[config.mk]
export PLATFORM = sky130hd
export DESIGN_NAME = hdc_top
export DESIGN_NICKNAME = d
export VERILOG_FILES = /design/src/hdc_pkg.sv /design/src/hdc_sel_decode.sv /design/src/hdc_top.sv
export SDC_FILE = /design/constraint.sdc
export NUM_CORES = 1
export LEC_CHECK = 0
export BUFFER_PORTS_ARGS = -buffer_cell sky130_fd_sc_hd__clkbuf_2
export CAP_MARGIN = 20
export CORE_UTILIZATION = 45
export DETAILED_ROUTE_END_ITERATION = 10
export GPL_TIMING_DRIVEN = 1
export HOLD_SLACK_MARGIN = 0.06
export MAX_ROUTING_LAYER = met4
export PLACE_DENSITY = 0.81
export SYNTH_ARGS = -nofsm -noshare
export SYNTH_HDL_FRONTEND = slang
export SYNTH_SLANG_ARGS = --single-unit
[constraint.sdc]
create_clock -name clk_sys -period 4.3 [get_ports clk_sys]
set_input_delay 0.43 -clock clk_sys [delete_from_list [all_inputs] [get_ports clk_sys]]
set_output_delay 0.43 -clock clk_sys [all_outputs]
set_load 0.02 [all_outputs]
[src/hdc_pkg.sv]
// package: constants and carriers of the halting debug control block
// Behaviour
// - control writes need the key in bits 31:16
// - reset sets sticky flag, read clears it
// - retirement outside debug sets sticky flag
// - lockup shows only to debugger, not halted
// - sleeping flag is read-only status
// - debug-state flag mirrors halted state
// - selector write clears ready, completion sets
// - snap-stall bit allows imprecise halt entry
// - mask bit masks interrupts when debug enabled
// - writing one to step enables stepping
// - halt bit halts, zero leaves, local clears
// - debug enable writable only by debugger
// - selector write starts transfer, halted only
// - direction zero reads core, one writes
// - codes 0-12 general, then link, resume
// - then status, main and process stack
// - without float unit, select is five bits
// - resume address bit zero reads as zero
// - data register is source and destination
`default_nettype none
package hdc_pkg;

   // ---------------------------------------------------------------
   // register indices on the access port
   // ---------------------------------------------------------------
   localparam logic [1:0]  HDC_IDX_HCS   = 2'h0;
   localparam logic [1:0]  HDC_IDX_SEL   = 2'h1;
   localparam logic [1:0]  HDC_IDX_DATA  = 2'h2;

   // ---------------------------------------------------------------
   // halt control/status fields
   // ---------------------------------------------------------------
   localparam logic [15:0] HDC_KEY       = 16'ha05f;
   localparam int          HDC_B_RSTSEEN = 25;
   localparam int          HDC_B_RETIRED = 24;
   localparam int          HDC_B_LOCKUP  = 19;
   localparam int          HDC_B_SLEEP   = 18;
   localparam int          HDC_B_HALTED  = 17;
   localparam int          HDC_B_READY   = 16;
   localparam int          HDC_B_SNAP    = 5;
   localparam int          HDC_B_MASK    = 3;
   localparam int          HDC_B_STEP    = 2;
   localparam int          HDC_B_HALT    = 1;
   localparam int          HDC_B_DBGEN   = 0;

   // ---------------------------------------------------------------
   // selector fields and select codes
   // ---------------------------------------------------------------
   localparam int          HDC_B_DIR     = 16;
   localparam logic [6:0]  HDC_SEL_LR    = 7'h0e;
   localparam logic [6:0]  HDC_SEL_RESUME = 7'h0f;
   localparam logic [6:0]  HDC_SEL_PSR   = 7'h10;
   localparam logic [6:0]  HDC_SEL_MSP   = 7'h11;
   localparam logic [6:0]  HDC_SEL_PSP   = 7'h12;

   // ---------------------------------------------------------------
   // carriers
   // ---------------------------------------------------------------
   typedef struct packed {
      logic        valid;
      logic        write;
      logic        src_dap;
      logic [1:0]  idx;
      logic [31:0] wdata;
   } hdc_acc_s;

   typedef struct packed {
      logic        debug_en;
      logic        halt;
      logic        step;
      logic        mask;
      logic        snap;
      logic        rst_seen;
      logic        retired;
      logic        ready;
      logic        busy;
      logic        xok;
      logic        xres;
      logic [31:0] data;
      logic [31:0] rdata;
      logic        rvalid;
      logic        xreq;
      logic        xwrite;
      logic [6:0]  xsel;
      logic [31:0] xwdata;
      logic        mask_act;
   } hdc_state_s;

   // reset-seen comes up set: a power-on reset is a reset
   localparam hdc_state_s HDC_STATE_RST =
      '{rst_seen: 1'b1, ready: 1'b1, default: '0};

endpackage : hdc_pkg
`default_nettype wire

[src/hdc_sel_decode.sv]
// module: decoder of the core register select field
`default_nettype none
`timescale 1ns/1ps
module hdc_sel_decode
   import hdc_pkg::*;
#(
   parameter bit HAS_FP = 1'b0
) (
   // select field as written
   input  wire logic [6:0] sel,
   // decode result
   output var  logic       ok,
   output var  logic       resume
);

   logic [6:0] eff;

   // ---------------------------------------------------------------
   // codes 0..12 general, link, resume, status, main and process sp
   // ---------------------------------------------------------------
   always_comb begin
      // without a float unit only five bits select; upper must be 0
      eff = HAS_FP ? sel : {2'h0, sel[4:0]};
      ok = (eff <= HDC_SEL_PSP);
      if (!HAS_FP && sel[6:5] != 2'h0) begin
         ok = 1'b0;
      end
      resume = ok && (eff == HDC_SEL_RESUME);
   end

endmodule // hdc_sel_decode
`default_nettype wire

[src/hdc_top.sv]
// module: halting debug control/status and core register transfer
`default_nettype none
`timescale 1ns/1ps
module hdc_top
   import hdc_pkg::*;
#(
   parameter bit HAS_FP = 1'b0
) (
   // clock and resets
   input  wire logic        clk_sys,
   input  wire logic        rst,
   input  wire logic        local_rst,
   // register access port, debugger or software
   input  wire hdc_acc_s    acc,
   output var  logic [31:0] rd_data,
   output var  logic        rd_valid,
   // core status
   input  wire logic        core_halted,
   input  wire logic        core_lockup,
   input  wire logic        core_sleeping,
   input  wire logic        core_retire,
   // core control
   output var  logic        debug_en,
   output var  logic        halt_req,
   output var  logic        step_en,
   output var  logic        snap_stall,
   output var  logic        irq_mask,
   // core register transfer
   output var  logic        xfer_req,
   output var  logic        xfer_write,
   output var  logic [6:0]  xfer_sel,
   output var  logic [31:0] xfer_wdata,
   input  wire logic        xfer_done,
   input  wire logic [31:0] xfer_rdata
);

   // ---------------------------------------------------------------
   // state and decode
   // ---------------------------------------------------------------
   hdc_state_s  st;
   hdc_state_s  next_st;
   logic        hit_hcs;
   logic        wr_hcs;
   logic        rd_hcs;
   logic        wr_sel;
   logic        sel_ok;
   logic        sel_res;
   logic        done;
   logic [31:0] hcs_view;
   logic [31:0] got;

   // select decode of the word being written to the selector
   hdc_sel_decode #(
      .HAS_FP (HAS_FP)
   ) u_dec (
      .sel    (acc.wdata[6:0]),
      .ok     (sel_ok),
      .resume (sel_res)
   );

   // ---------------------------------------------------------------
   // access decode
   // ---------------------------------------------------------------
   always_comb begin
      hit_hcs = acc.valid && (acc.idx == HDC_IDX_HCS);
      // a write without the key leaves every control bit alone
      wr_hcs  = hit_hcs && acc.write
                && (acc.wdata[31:16] == HDC_KEY);
      rd_hcs  = hit_hcs && !acc.write;
      // the selector only answers while the core is halted
      wr_sel  = acc.valid && acc.write && (acc.idx == HDC_IDX_SEL)
                && core_halted;
      // reserved selects complete at once with no core access
      done    = st.busy && (xfer_done || !st.xok);
   end

   // ---------------------------------------------------------------
   // status view of the halt control register
   // ---------------------------------------------------------------
   always_comb begin
      hcs_view = 32'h0000_0000;
      hcs_view[HDC_B_RSTSEEN] = st.rst_seen;
      hcs_view[HDC_B_RETIRED] = st.retired;
      // software never sees lockup; halting hides it
      hcs_view[HDC_B_LOCKUP]  = core_lockup && !core_halted
                                && acc.src_dap;
      hcs_view[HDC_B_SLEEP]   = core_sleeping;
      hcs_view[HDC_B_HALTED]  = core_halted;
      hcs_view[HDC_B_READY]   = st.ready;
      hcs_view[HDC_B_SNAP]    = st.snap;
      hcs_view[HDC_B_MASK]    = st.mask;
      hcs_view[HDC_B_STEP]    = st.step;
      hcs_view[HDC_B_HALT]    = st.halt;
      hcs_view[HDC_B_DBGEN]   = st.debug_en;
   end

   // ---------------------------------------------------------------
   // next-state logic
   // ---------------------------------------------------------------
   always_comb begin
      next_st = st;
      got = xfer_rdata;

      // read answer, one cycle after the request
      next_st.rvalid = acc.valid && !acc.write;
      next_st.rdata  = 32'h0000_0000;
      if (acc.valid && !acc.write) begin
         case (acc.idx)
            HDC_IDX_HCS:  next_st.rdata = hcs_view;
            HDC_IDX_DATA: next_st.rdata = st.data;
            default:      next_st.rdata = 32'h0000_0000;
         endcase
      end

      // sticky flags: clear on read, a coinciding event wins
      if (rd_hcs) begin
         next_st.rst_seen = 1'b0;
         next_st.retired  = 1'b0;
      end
      if (core_retire && !core_halted) begin
         next_st.retired = 1'b1;
      end
      if (local_rst) begin
         next_st.rst_seen = 1'b1;
      end

      // keyed control write
      if (wr_hcs) begin
         if (acc.src_dap) begin
            next_st.debug_en = acc.wdata[HDC_B_DBGEN];
         end
         next_st.halt = acc.wdata[HDC_B_HALT];
         next_st.step = acc.wdata[HDC_B_STEP];
         next_st.mask = acc.wdata[HDC_B_MASK];
         next_st.snap = acc.wdata[HDC_B_SNAP];
      end
      // local reset drops the halt request only
      if (local_rst) begin
         next_st.halt = 1'b0;
      end
      // never reaches the non-maskable interrupt
      next_st.mask_act = next_st.debug_en && next_st.mask;

      // data register written through the port
      if (acc.valid && acc.write && acc.idx == HDC_IDX_DATA) begin
         next_st.data = acc.wdata;
      end

      // core register transfer
      next_st.xreq = 1'b0;
      if (wr_sel) begin
         next_st.ready  = 1'b0;
         next_st.busy   = 1'b1;
         next_st.xok    = sel_ok;
         next_st.xres   = sel_res;
         next_st.xsel   = acc.wdata[6:0];
         next_st.xwrite = acc.wdata[HDC_B_DIR];
         next_st.xreq   = sel_ok;
         next_st.xwdata = st.data;
         if (sel_res) begin
            next_st.xwdata[0] = 1'b0;
         end
      end else if (done) begin
         next_st.busy  = 1'b0;
         next_st.ready = 1'b1;
         // a read lands in the data register
         if (!st.xwrite && st.xok) begin
            if (st.xres) begin
               got[0] = 1'b0;
            end
            next_st.data = got;
         end
      end
   end

   // ---------------------------------------------------------------
   // state register
   // ---------------------------------------------------------------
   always_ff @(posedge clk_sys or posedge rst) begin
      if (rst) begin
         st <= HDC_STATE_RST;
      end else begin
         st <= next_st;
      end
   end

   // ---------------------------------------------------------------
   // outputs, each straight from the state register
   // ---------------------------------------------------------------
   assign rd_data    = st.rdata;
   assign rd_valid   = st.rvalid;
   assign debug_en   = st.debug_en;
   assign halt_req   = st.halt;
   assign step_en    = st.step;
   assign snap_stall = st.snap;
   assign irq_mask   = st.mask_act;
   assign xfer_req   = st.xreq;
   assign xfer_write = st.xwrite;
   assign xfer_sel   = st.xsel;
   assign xfer_wdata = st.xwdata;
endmodule // hdc_top
`default_nettype wire

# Word-level counts from Yosys, hierarchy flattened
# Index checks and enable logic that the tools add are counted.
[word_totals]
register_bits = 118
output_inout_bits = 79
[classes]
order_cmp = 1
eq_ne = 4
mux = 18
reduce_logical = 27
[ops]
columns = ["op", "n"]
rows = [
  ["$mux W32", 5],
  ["$pmux W32 S2", 1],
  ["$mux W41", 1],
  ["$eq A16 B16 Y1 const B", 1],
  ["$logic_and A1 B1 Y1", 16],
  ["$reduce_bool A2 Y1", 5],
  ["$mux W1", 7],
  ["$mux W2", 3],
  ["$eq A5 B4 Y1 const B", 1],
  ["$le A5 B5 Y1 const B", 1],
  ["$mux W5", 1],
  ["$logic_not A1 Y1", 4],
  ["$eq A2 B1 Y1 const B", 1],
  ["$eq A2 B2 Y1 const B", 1],
  ["$logic_not A2 Y1", 1],
  ["$logic_or A1 B1 Y1", 1],
]

# Depth between registers and ports, before layout
# Gate-level depths: netlist of run 1.
[logic_depth]
ltp_word = 6
ltp_mapped = 6

# Cells and area by module
# Synthesis of run 1 repeated with hierarchy kept, for this count alone.
[unflattened]
hier_cells = 454
hier_area_um2 = 5193.7
[by_module_without_submodules]
columns = ["mod", "n_inst", "cells_per_inst", "area_each_um2", "seq_area_each_um2"]
rows = [
  ["hdc_top", 1, 449, 5154.9, 2955.3],
  ["hdc_sel_decode", 1, 5, 38.8, 0.0],
]

# Worst setup path after synthesis of run 1
# No wires, ideal clock.
[synth_path]
kind = "input-to-reg"
start = "input acc[21] (netlist bit)"
end = "register st (netlist bit hcs_view[3])"
arrival_time_ns = 1.426
t_required_ns = 4.175
slack_ns = 2.749
path_stages = 4
n_path_buf = 0
cell_sequence = "nor4bb_1 > nand4_1 > nor2_2 > mux2_2"
[synth_rtl]
columns = ["element", "line_no", "text"]
rows = [
  ["start, declared", "hdc_top.sv:14", "input wire hdc_acc_s acc,"],
  ["end signal, assigned", "hdc_top.sv:183", "st <= next_st;"],
  ["end, declared", "hdc_top.sv:40", "hdc_state_s st;"],
]

==> key figures, run 1 <==
Clock network
  • Clock root cell: clkbuf_16
  • Clock transition at the registers of the reported paths: ~50 ps
  • Clk_lat worst skew: approximately 400 ps
  • H-tree Lvls: 4
  • Max Root-Sink Buffers: 2
  • Num Clock Sinks: between 100 and 150
  • Postcts setup bufs: 0
  • Num CTS Buffers: 17
  • CTS tree: done
  • Hold_buf cts: 0
  • Post-CTS resize count: 0

Critical path
  • CP required: 4530 ps
  • Setup Crit Path Kind: input port to register
  • Crit-path max FO: 20
  • Worst setup startpoint: acc[33]
  • Worst EP arrival: 2380 ps
  • Startpoint type of the worst setup path: input port
  • Max incr delay on CP: 830 ps
  • CP bufs+invs: 2
  • Worst Setup End Kind: register
  • Critical-path top delay cell: nand4b_1
  • R2R Path Start: st[108]$_DFFE_PP0P_
  • Critical path's top delay family: simple AND/OR/NAND/NOR gates
  • Critical-path cell list: clkbuf_2 > nand4b_1 > buf_4 > mux2i_1 > a21oi_1

Timing
  • Setup violators final: 0
  • Hold slack: 32.8 ps
  • Final min period: 2150 ps
  • Relative slew slack: between 30% and 40%
  • RSZ-0062 raised after global routing: no
  • Final Max Tran Viols: 0
  • Hold Vio Cnt, Final: 0
  • Setup TNS: 0 ps
  • Worst Clk Skew: 9.20 ps
  • Fmax: 0.466 GHz
  • Post-route clock period utilization: between 40% and 50%
  • Worst-margin pin slew: about 1000 ps

Die
  • Core Region: 11100 sq um
  • Die area: roughly 12000 sq um
  • Die Ht: 110 um
  • Initial core utilization: between 40 and 50%
  • Die X: 110 um
  • I/O pin cnt: 156
  • Rows: 38

Finish
  • Layout cells sized above 1: about a third
  • Nets: ~660
  • Area grow syn2layout: 19.8%
  • Number of diodes: 0

Logic synthesis
  • Seq/Total Area, Yosys: 56.8%
  • Synth Area in Adders: 0%
  • Simple-gate portion of the synthesized area: 15.3%
  • Netlist cell types: 35
  • Multiplexer share of the synthesized area: under 10%
  • FFs w/ async S/R, synth: 100%
  • Ys flop type: dfrtp_1
  • Cell count after synthesis: 499
  • Number of synthesized register bits: 118
  • Post-synth EDFFs: 0
  • Largest family of logic cells by synthesized area: simple AND/OR/NAND/NOR gates
  • Syn. warnings: 0
  • Syn_area_per_cell: 10.4 sq um
  • Mapped Area: 5210 sq um
  • Total nets after synthesis: 576
  • Post-synthesis compound-gate area fraction: under 10%
  • Xor/xnor share of the synthesized area: 0%

Global route
  • Grt total ovfl: 0
  • Vias in the first global route: 3684
  • Initial antenna violation count: 0
  • Largest net degree at the start of global routing: a little under 90
  • Total Routing Usage GR: 22.1%
  • First-pass GRT wire length: roughly 19 mm

Hold path
  • Hold WC Path Type: input port to asynchronous set/reset pin

Run
  • Max-Cap Viols: 0

Power
  • Switching share of power: 27.2%
  • P_int: 0.00248 W
  • Clk pwr share: 42.8%
  • Pwr Density: 546 nW/um^2
  • Leakage: 3.49 nW
  • NetSw: 0.000925 W
  • Register share of total power: 41.3%
  • VDD IR max: 279 uV
  • Logic pwr share: 15.9%

Detailed routing
  • Wirelength per Cell: about 17 um
  • # DRC: 0
  • DR pass1 iterations: 4
  • Routed vias/inst: between 5 and 6
  • DR vias: 3744
  • Post-route antenna net violation count: 0
  • Iteration-0 DRC count of the detailed router: ~240
  • WL final: 12.4 mm

Placed design
  • Routability congestion estimate: 0.829
  • Hpwl dp: about 8.5 mm
  • IO Port Bufs: about 160

Status
  • Status: completed
-- placed cells by master (no fill, tap or decap), types with 5 or more instances in the layout --
cell type / count
o21ai_0: 12
a22o_1: 11
dfrtp_1: 116
mux2i_1: 33
mux2_2: 5
a21oi_1: 35
nor2_1: 34
and2_1: 22
clkbuf_2: 155
nand2_1: 99
clkbuf_16: 17
-- metrics by stage --
stage	total power [W]	instances	util (%)	setup slack, ps	area (sq um)
2_1_floorplan	0.00188	499	-	744	5210
3_3_place_gp	0.00193	704	50.2	1850	5560
3_5_place_dp	0.00196	704	50.2	1750	5560
4_1_cts	0.00342	736	55.7	2170	6170
5_1_grt	0.00356	739	56.3	2080	6230
6_report	0.00341	739	56.3	2150	6230
-- layout make-up --
type / instances / area (sq um)
Timing Repair Buffer: 162 / 868
Fill cell: 929 / 4840
Multi-Input combinational cell: 282 / 1610
Tap cell: 140 / 175
Clock buffer: 22 / 454
Inverter: 5 / 21.3
Clock inverter: 10 / 155
Sequential cell: 118 / 2960
-- Yosys cell counts (all sizes together) (2+ instances only) --
library cell / n / area (sq um)
a22o: 11 / 96.3
nor2: 36 / 140
nand2: 99 / 372
a21oi: 35 / 175
dfrtp: 116 / 2900
clkbuf: 11 / 41.3
nor4bb: 2 / 20.0
mux2: 5 / 56.3
nand4: 4 / 25.0
inv: 5 / 18.8
mux2i: 33 / 330
and2: 22 / 138
o21ai: 16 / 83.8
nand3: 3 / 15.0
buf: 83 / 593
dfstp: 2 / 52.6
and4b: 2 / 20.0
-- worst register-to-register path, delay by kind of cell (launching register included) --
| kind | cells | cell delay, ps |
|---|---|---|
| DFF | 1 | 410 |
| AOI/OAI and AO/OA | 2 | 490 |
| and+or+nand+nor | 2 | 360 |
| buffers and inverters | 1 | 440 |
-- metal layers --
layer  global-route usage (%)  vias to the layer above  share of wire [%]
met3                     4.51                       17                3.6
met2                     35.1                      126                 51
met4                     9.33                        0                1.5
li1                         -                     1755                  -
met1                     27.5                     1846                 44
met5                        -                        -                  0
-- flip-flops by register name, indices dropped and copies added (netlist names) --
register / count
st: 35
xfer_req: 1
xfer_write: 1
debug_en: 1
hcs_view: 4
irq_mask: 1
step_en: 1
halt_req: 1
rd_data: 32
rd_valid: 1
snap_stall: 1
xfer_sel: 7
xfer_wdata: 32
-- power groups by stage --
stage                     logic [W]  clock network, W  registers, W
after floorplan            0.000489                 0       0.00139
after global placement     0.000518                 0       0.00141
after CTS                  0.000541           0.00148       0.00141
after global routing       0.000594           0.00153       0.00143
final                      0.000540           0.00146       0.00141
after detailed placement   0.000538                 0       0.00142
-- cell families (layout without fill, tap and decap cells) --
kind of cell,after synthesis,count (layout)
buffers and inverters,99,199
and+or+nand+nor,177,177
DFF,118,118
AOI/OAI and AO/OA,67,67
muxes,38,38
-- final timing paths --
check,end,slack [ps],cells past startpoint
max reg2reg,st[78]$_DFF_PP0_,2530,5
max in group asynchronous,hcs_view[16]$_DFFE_PP1P_,3120,4
max,st[92]$_DFF_PP0_,2150,5
min in group clk_sys,halt_req$_DFFE_PP0P_,200,2
min,st[82]$_DFF_PP0_,30,2
min reg2reg,xfer_wdata[16]$_DFFE_PP0P_,470,2
Power figures use the tool's default switching activity.
==> run 2, diff against run 1 <==
- clock period: 4.3 -> 2.1 ns (I/O delays scaled with it)
==> run 2 against run 1 <==
  * Global-route usage increased by 0.71 points
  * Via count rose by 2.8%
  * Clock skew fell by 1.7 ps
  * Final area grew 3.3%
  * Routed wire length is 2.0% higher
  * Die area did not move
  * Core utilization increased by 1.8 points
  * Critical path type unchanged
  * Largest cell class unchanged
  * Largest power group unchanged
==> key figures, run 2 (synthesis gave the netlist of run 1 again) <==
Status
  • Status: completed (unchanged)

Clock network
  • Max Root-Sink Buffers: 2 (unchanged)
  • Clock transition at the registers of the reported paths: 50 ps (about the same)
  • Post-CTS resize count: 0 (unchanged)
  • Postcts setup bufs: 0 (unchanged)
  • Num Clock Sinks: 118 (unchanged)
  • Clk_lat worst skew: 390 ps (was 400 ps)
  • CTS tree: done (unchanged)
  • Clock root cell: clkbuf_16 (unchanged)
  • Num CTS Buffers: 17 (unchanged)
  • H-tree Lvls: 4 (unchanged)
  • Hold_buf cts: 15 (was 0)

Critical path
  • Worst EP arrival: 1930 ps (was 2380 ps)
  • Reg2Reg Depth: 5 (unchanged)
  • Crit-path max FO: 29 (was 20)
  • CP required: 2360 ps (was 4530 ps)
  • Worst Setup End Kind: register (unchanged)
  • Setup Crit Path Kind: input port to register (unchanged)
  • Startpoint type of the worst setup path: input port (unchanged)

Global route
  • Initial antenna violation count: 0 (unchanged)
  • Total Routing Usage GR: 22.8% (was 22.1%)
  • First-pass GRT wire length: 19.6 mm (was 18.8 mm)
  • Vias in the first global route: 3898 (was 3684)
  • Largest net degree at the start of global routing: 119 (was 87)
  • Grt total ovfl: 0 (unchanged)

Power
  • Pwr Density: 1100 nW/um^2 (was 546 nW/um^2)
  • Leakage: 3.59 nW (was 3.49 nW)
  • VDD IR max: 718 uV (was 279 uV)
  • Final Total Pwr: 0.00708 W (was 0.00341 W)

Timing
  • Setup violators final: 0 (unchanged)
  • Final worst setup slack: 435 ps (was 2150 ps)
  • Hold slack: 72.4 ps (was 32.8 ps)
  • Hold Vio Cnt, Final: 0 (unchanged)
  • Final Max Tran Viols: 0 (unchanged)
  • Fmax: around 0.60 GHz
  • Relative slew slack: 55.9% (was 30.4%)
  • Worst Clk Skew: 7.52 ps (was 9.20 ps)
  • RSZ-0062 raised after global routing: no (unchanged)
  • Worst-margin pin slew: 662 ps (was 1040 ps)
  • Post-route clock period utilization: 79.3%
  • Final min period: 1670 ps
  • Setup TNS: 0 ps (unchanged)

Finish
  • Largest register FFs: 35 (unchanged)
  • Fill count: 928 (was 929)
  • Area grow syn2layout: 23.7% (was 19.8%)
  • Most frequent cells in the layout: 155 x clkbuf_2, 116 x dfrtp_1, 99 x nand2_1, 35 x a21oi_1, 34 x nor2_1 (unchanged)
  • Design area: 6440 sq um (was 6230 sq um)
  • Most common cell after layout, fill and taps aside: clkbuf_2 (unchanged)
  • Area of the multi-input gates: 1610 sq um (unchanged)
  • Nets: 682 (was 663)
  • Register Area: 2960 sq um (unchanged)
  • Largest Register: st (unchanged)
  • Layout cells sized above 1: 33.7% (was 33.9%)
  • Number of diodes: 0 (unchanged)

Detailed routing
  • Routed vias/inst: 5.08 (was 5.07)
  • DR vias: 3847 (was 3744)
  • # DRC: 0 (unchanged)
  • Wirelength per Cell: 16.7 um (about the same)
  • WL final: 12.6 mm (was 12.4 mm)
  • Post-route antenna net violation count: 0 (unchanged)
  • DR pass1 iterations: 4 (unchanged)
  • Iteration-0 DRC count of the detailed router: 305 (was 242)

Die
  • Die X: 110 um (unchanged)
  • I/O pin cnt: 156 (unchanged)
  • Rows: 38 (unchanged)
  • Core Region: 11100 sq um (unchanged)
  • Initial core utilization: 47.0% (unchanged)
  • Die area: 12000 sq um (unchanged)
  • Die Ht: 110 um (unchanged)

Placed design
  • Area post-placement: 5650 sq um (was 5560 sq um)
  • Hpwl dp: 8.56 mm (was 8.47 mm)
  • IO Port Bufs: 155 (unchanged)
  • Dpl ws: 454 ps (was 1750 ps)
  • Routability congestion estimate: 0.818 (was 0.829)

Hold path
  • Hold path depth: 3
  • Hold WC Path Type: input port to register (was input port to asynchronous set/reset pin)

Run
  • Max-Cap Viols: 0 (unchanged)
-- run 2: layout make-up --
cell class | count | share of cell area (%)
Clock inverter | 9 | 2.29
Clock buffer | 22 | 7.52
Multi-Input combinational cell | 282 | 24.9
Timing Repair Buffer | 181 | 16.3
Tap cell | 140 | 2.72
Inverter | 5 | 0.350
Sequential cell | 118 | 45.9
-- run 2: where the power goes --
group          switching (W)  internal, W
clock               0.000972      0.00210
combinational       0.000691     0.000432
sequential          0.000232      0.00266
-- run 2: worst paths after layout --
path / startpoint / endpoint / slack (ps)
min in group asynchronous: rst / rd_data[7]$_DFF_PP0_ / 490
min: xfer_rdata[27] / st[102]$_DFF_PP0_ / 70
max in group asynchronous: rst / st[75]$_DFF_PP0_ / 1070
max: acc[35] / xfer_wdata[12]$_DFFE_PP0P_ / 430
min reg2reg: xfer_wdata[20]$_DFFE_PP0P_ / xfer_wdata[20]$_DFFE_PP0P_ / 470
max reg2reg: xfer_write$_DFFE_PP0P_ / st[75]$_DFF_PP0_ / 740
-- run 2: layer usage --
metal / GRT usage (%) / up-vias / wire [um] / part of all wire, %
met5: - / - / 0 / 0
met2: 37.2 / 122 / 6440 / 51
li1: - / 1795 / - / -
met3: 5.16 / 22 / 524 / 4.2
met1: 27.0 / 1908 / 5370 / 43
met4: 10.0 / 0 / 264 / 2.1
-- run 2: critical path: stages --
cell	delay, ps
dlygate4sd3_1	540
clkbuf_2	150
nand4_1	190
or2_2	410
buf_4	250
nand2_1	90
o21ai_0	90
-- run 2: metrics by stage --
stage          utilization, %  std cells
2_1_floorplan               -        499
3_3_place_gp             51.0        710
3_5_place_dp             51.0        710
4_1_cts                  58.0        756
5_1_grt                  58.1        757
6_report                 58.1        757
==> run 3, diff against run 2 <==
- ABC_AREA: unset -> 1
- PLACE_DENSITY: 0.81 -> 0.83
- clock period: 2.1 -> 1.5 ns (I/O delays scaled with it)
==> run 3 against run 2 <==
  * Synthesized cell count up 23%
  * Via count increased by 16%
  * Clock skew is 1.6 ps higher
==> key figures, run 3 <==
Finish
  • Area grow syn2layout: 25.3% (was 23.7%)
  • Fill count: 980 (was 928)
  • Number of diodes: 0 (unchanged)
  • Non-Filler Instances: 905 (was 757)
  • Largest Register: st (unchanged)
  • Most frequent cells in the layout: 155 x clkbuf_2, 149 x nand2_1, 116 x dfrtp_1, 61 x inv_1 (was 155 x clkbuf_2, 116 x dfrtp_1, 99 x nand2_1, 35 x a21oi_1, 34 x nor2_1)
  • Most common cell after layout, fill and taps aside: clkbuf_2 (unchanged)
  • Largest register FFs: 35 (unchanged)
  • Nets: 827 (was 682)
  • Layout cells sized above 1: 27.8% (was 33.7%)

Logic synthesis
  • Post-synth top cells: 149 x nand2_1, 116 x dfrtp_1, 74 x buf_4, 62 x inv_1 (was 116 x dfrtp_1, 99 x nand2_1, 71 x buf_4, 35 x a21oi_1, 34 x nor2_1)
  • Count leader, synth: nand2_1 (was dfrtp_1)
  • Post-synth top area cell: dfrtp_1 (unchanged)
  • Cell count after synthesis: 614 (was 499)
  • Syn_area_per_cell: 8.94 sq um (was 10.4 sq um)
  • Post-synth EDFFs: 0 (unchanged)
  • Total nets after synthesis: 691 (was 576)
  • Number of synthesized register bits: 118 (unchanged)
  • Area contributors post-synth: dfrtp_1 53%, nand2_1 10%, buf_4 10% (was dfrtp_1 56%, buf_4 10%, nand2_1 7.1%)
  • Ys flop type: dfrtp_1 (unchanged)
  • Seq/Total Area, Yosys: 53.8% (was 56.8%)
  • FFs w/ async S/R, synth: 100% (unchanged)
  • Syn. warnings: 0 (unchanged)
  • Mapped Area: 5490 sq um (was 5210 sq um)
  • Netlist cell types: 29 (was 35)
  • Synth top area share: 52.9% (was 55.8%)

Critical path
  • CP required: 1790 ps (was 2360 ps)
  • Max incr delay on CP: 540 ps (about the same)
  • CP bufs+invs: 4 (was 3)
  • Reg2Reg Depth: 7 (was 5)
  • Setup Crit Path Kind: input port to register (unchanged)
  • Worst Setup End Kind: register (unchanged)
  • R2r setup slk: 150 ps (was 740 ps)
  • Critical-path cell list: dlygate4sd3_1 > clkbuf_2 > inv_1 > nand2_1 > nand2_1 > nor2_2 > nand3_4 > buf_6 > nand3_1 > o21a_1 (was dlygate4sd3_1 > clkbuf_2 > nand4_1 > or2_2 > buf_4 > nand2_1 > o21ai_0)
  • Critical path's top delay family: buffers and inverters (unchanged)
  • Startpoint type of the worst setup path: input port (unchanged)
  • Crit-path max FO: 34 (was 29)
  • WP depth: 10 (was 7)
  • Worst EP arrival: 1670 ps (was 1930 ps)
  • R2R Path Start: st[108]$_DFFE_PP0P_ (was xfer_write$_DFFE_PP0P_)
  • Cell mode on critical path: nand2_1
  • Critical-path top delay cell: dlygate4sd3_1 (unchanged)
  • FF-to-FF End: st[88]$_DFF_PP0_ (was st[75]$_DFF_PP0_)

Timing
  • Hold Vio Cnt, Final: 0 (unchanged)
  • RSZ-0062 raised after global routing: no (unchanged)
  • Fmax: ~0.72 GHz
  • Setup violators final: 0 (unchanged)
  • Final worst setup slack: 120 ps (was 435 ps)
  • Hold slack: 81.5 ps (was 72.4 ps)
  • Worst-margin pin slew: 624 ps (was 662 ps)
  • Final Max Tran Viols: 0 (unchanged)
  • Post-route clock period utilization: 92.0%
  • Setup TNS: 0 ps (unchanged)
  • Final min period: 1380 ps
  • Worst Clk Skew: 9.15 ps (was 7.52 ps)
  • Relative slew slack: 58.4% (was 55.9%)

Power
  • Leakage: 3.74 nW (was 3.59 nW)
  • Pwr Density: 1360 nW/um^2 (was 1100 nW/um^2)
  • VDD IR max: 682 uV (was 718 uV)

Detailed routing
  • # DRC: 0 (unchanged)
  • Wirelength per Cell: 15.5 um (was 16.7 um)
  • DR pass1 iterations: 5 (was 4)
  • Iteration-0 DRC count of the detailed router: 387 (was 305)
  • Routed vias/inst: 4.92 (was 5.08)
  • WL final: 14.0 mm (was 12.6 mm)
  • Post-route antenna net violation count: 0 (unchanged)
  • DR vias: 4451 (was 3847)

Die
  • Die Ht: 112 um (was 110 um)
  • Die area: 12600 sq um (was 12000 sq um)
  • Rows: 39 (was 38)
  • Die X: 112 um (was 110 um)
  • Core Region: 11700 sq um (was 11100 sq um)
  • Initial core utilization: 47.1% (was 47.0%)
  • I/O pin cnt: 156 (unchanged)

Placed design
  • IO Port Bufs: 155 (unchanged)
  • Routability congestion estimate: 0.830 (was 0.818)
  • Inst Count DP: 829 (was 710)
  • Hpwl dp: 9.26 mm (was 8.56 mm)
  • Dpl ws: 68.2 ps (was 454 ps)

Hold path
  • Hold path depth: 3 (unchanged)
  • Hold WC Path Type: input port to register (unchanged)
  • Hold Crit Start: acc[2] (was xfer_rdata[27])
  • Hold endpoint: xfer_sel[2]$_DFFE_PP0P_ (was st[102]$_DFF_PP0_)

Clock network
  • CTS tree: done (unchanged)
  • Max Root-Sink Buffers: 2 (unchanged)
  • Clk_lat worst skew: 400 ps (was 390 ps)
  • Num Clock Sinks: 118 (unchanged)
  • Num CTS Buffers: 17 (unchanged)
  • Postcts setup bufs: 0 (unchanged)
  • Clock transition at the registers of the reported paths: 50 ps (about the same)
  • H-tree Lvls: 4 (unchanged)
  • Clock root cell: clkbuf_16 (unchanged)

Status
  • Status: completed (unchanged)

Global route
  • First-pass GRT wire length: 22.3 mm (was 19.6 mm)
  • Vias in the first global route: 4454 (was 3898)
  • Initial antenna violation count: 0 (unchanged)
  • Grt total ovfl: 0 (unchanged)
  • Total Routing Usage GR: 24.1% (was 22.8%)
  • Largest net degree at the start of global routing: 77 (was 119)

Run
  • Max-Cap Viols: 0 (unchanged)
run 3: cell types whose count changed in the layout (fill, tap and decap cells not counted), moves of 6 or more:
| cell | delta |
|---|---|
| and2_1 | -22 |
| o21ai_1 | +44 |
| dlygate4sd3_1 | +29 |
| a21oi_1 | -35 |
| o21a_1 | +20 |
| nand3_1 | +44 |
| nand2_1 | +50 |
| clkbuf_1 | +6 |
| mux2i_1 | -33 |
| a22o_1 | -11 |
| inv_1 | +57 |
run 3: worst register-to-register path: cells and delay by family, from the launching register on:
kind / cells / cell delay [ps]
AO/OA/AOI/OAI: 1 / 130
buffers and inverters: 1 / 240
flip-flops: 1 / 420
AND/OR/NAND/NOR: 5 / 460
run 3: logic make-up after synthesis:
kind of cell / count (synthesis) / share of synthesized area (%)
AO/OA/AOI/OAI: 88 / 9.37
flip-flops: 118 / 53.8
AND/OR/NAND/NOR: 245 / 19.5
buffers and inverters: 163 / 17.3
run 3: worst max-delay path by stage:
stage / start / to / slack [ps]
2_1_floorplan: rst / debug_en$_DFF_PP0_ / -90
3_3_place_gp: acc[35] / st[84]$_DFF_PP0_ / 130
3_5_place_dp: acc[35] / st[90]$_DFF_PP0_ / 70
4_1_cts: xfer_done / st[90]$_DFF_PP0_ / 80
5_1_grt: xfer_done / st[88]$_DFF_PP0_ / 40
6_report: xfer_done / st[88]$_DFF_PP0_ / 120
run 3: report_power, final:
| group | total, W | internal, W | switching (W) |
|---|---|---|---|
| Combinational | 0.00178 | 0.000705 | 0.00107 |
| Clock | 0.00357 | 0.00227 | 0.00130 |
| Sequential | 0.00398 | 0.00367 | 0.000315 |
| Total | 0.00933 | 0.00664 | 0.00268 |
run 3: final cells by class:
type                            instances  area, sq um  share of cell area, %
Sequential cell                       118         2960                   43.0
Tap cell                              143          179                   2.60
Timing Repair Buffer                  214         1380                   20.0
Clock buffer                           28          507                   7.37
Multi-Input combinational cell        333         1590                   23.1
Inverter                               66          258                   3.75
Clock inverter                          3         17.5                  0.255
run 3: what timing repair did:
| item | 4_1_cts | 5_1_grt |
|---|---|---|
| endpoints found under the hold margin | 160 | 0 |
| gates resized for setup | 0 | 2 |
| hold buffers | 45 | 0 |
| endpoints found under the setup margin | 0 | 10 |
run 3: routing by layer:
layer / vias to the layer above / wire length (um) / GRT usage (%)
li1: 2145 / - / -
met1: 2110 / 5980 / 28.7
met2: 171 / 7040 / 39.4
met3: 25 / 773 / 6.21
met4: 0 / 251 / 9.24
met5: - / 0 / -
run 3: metrics by stage:
stage	total power, W	cell area [sq um]	utilization, %
after detailed placement	0.00570	5900	50.6
after CTS	0.00939	6870	58.9
final	0.00933	6880	59.0
after global routing	0.00978	6880	59.0
after global placement	0.00563	5900	50.6
after floorplan	0.00542	5490	-
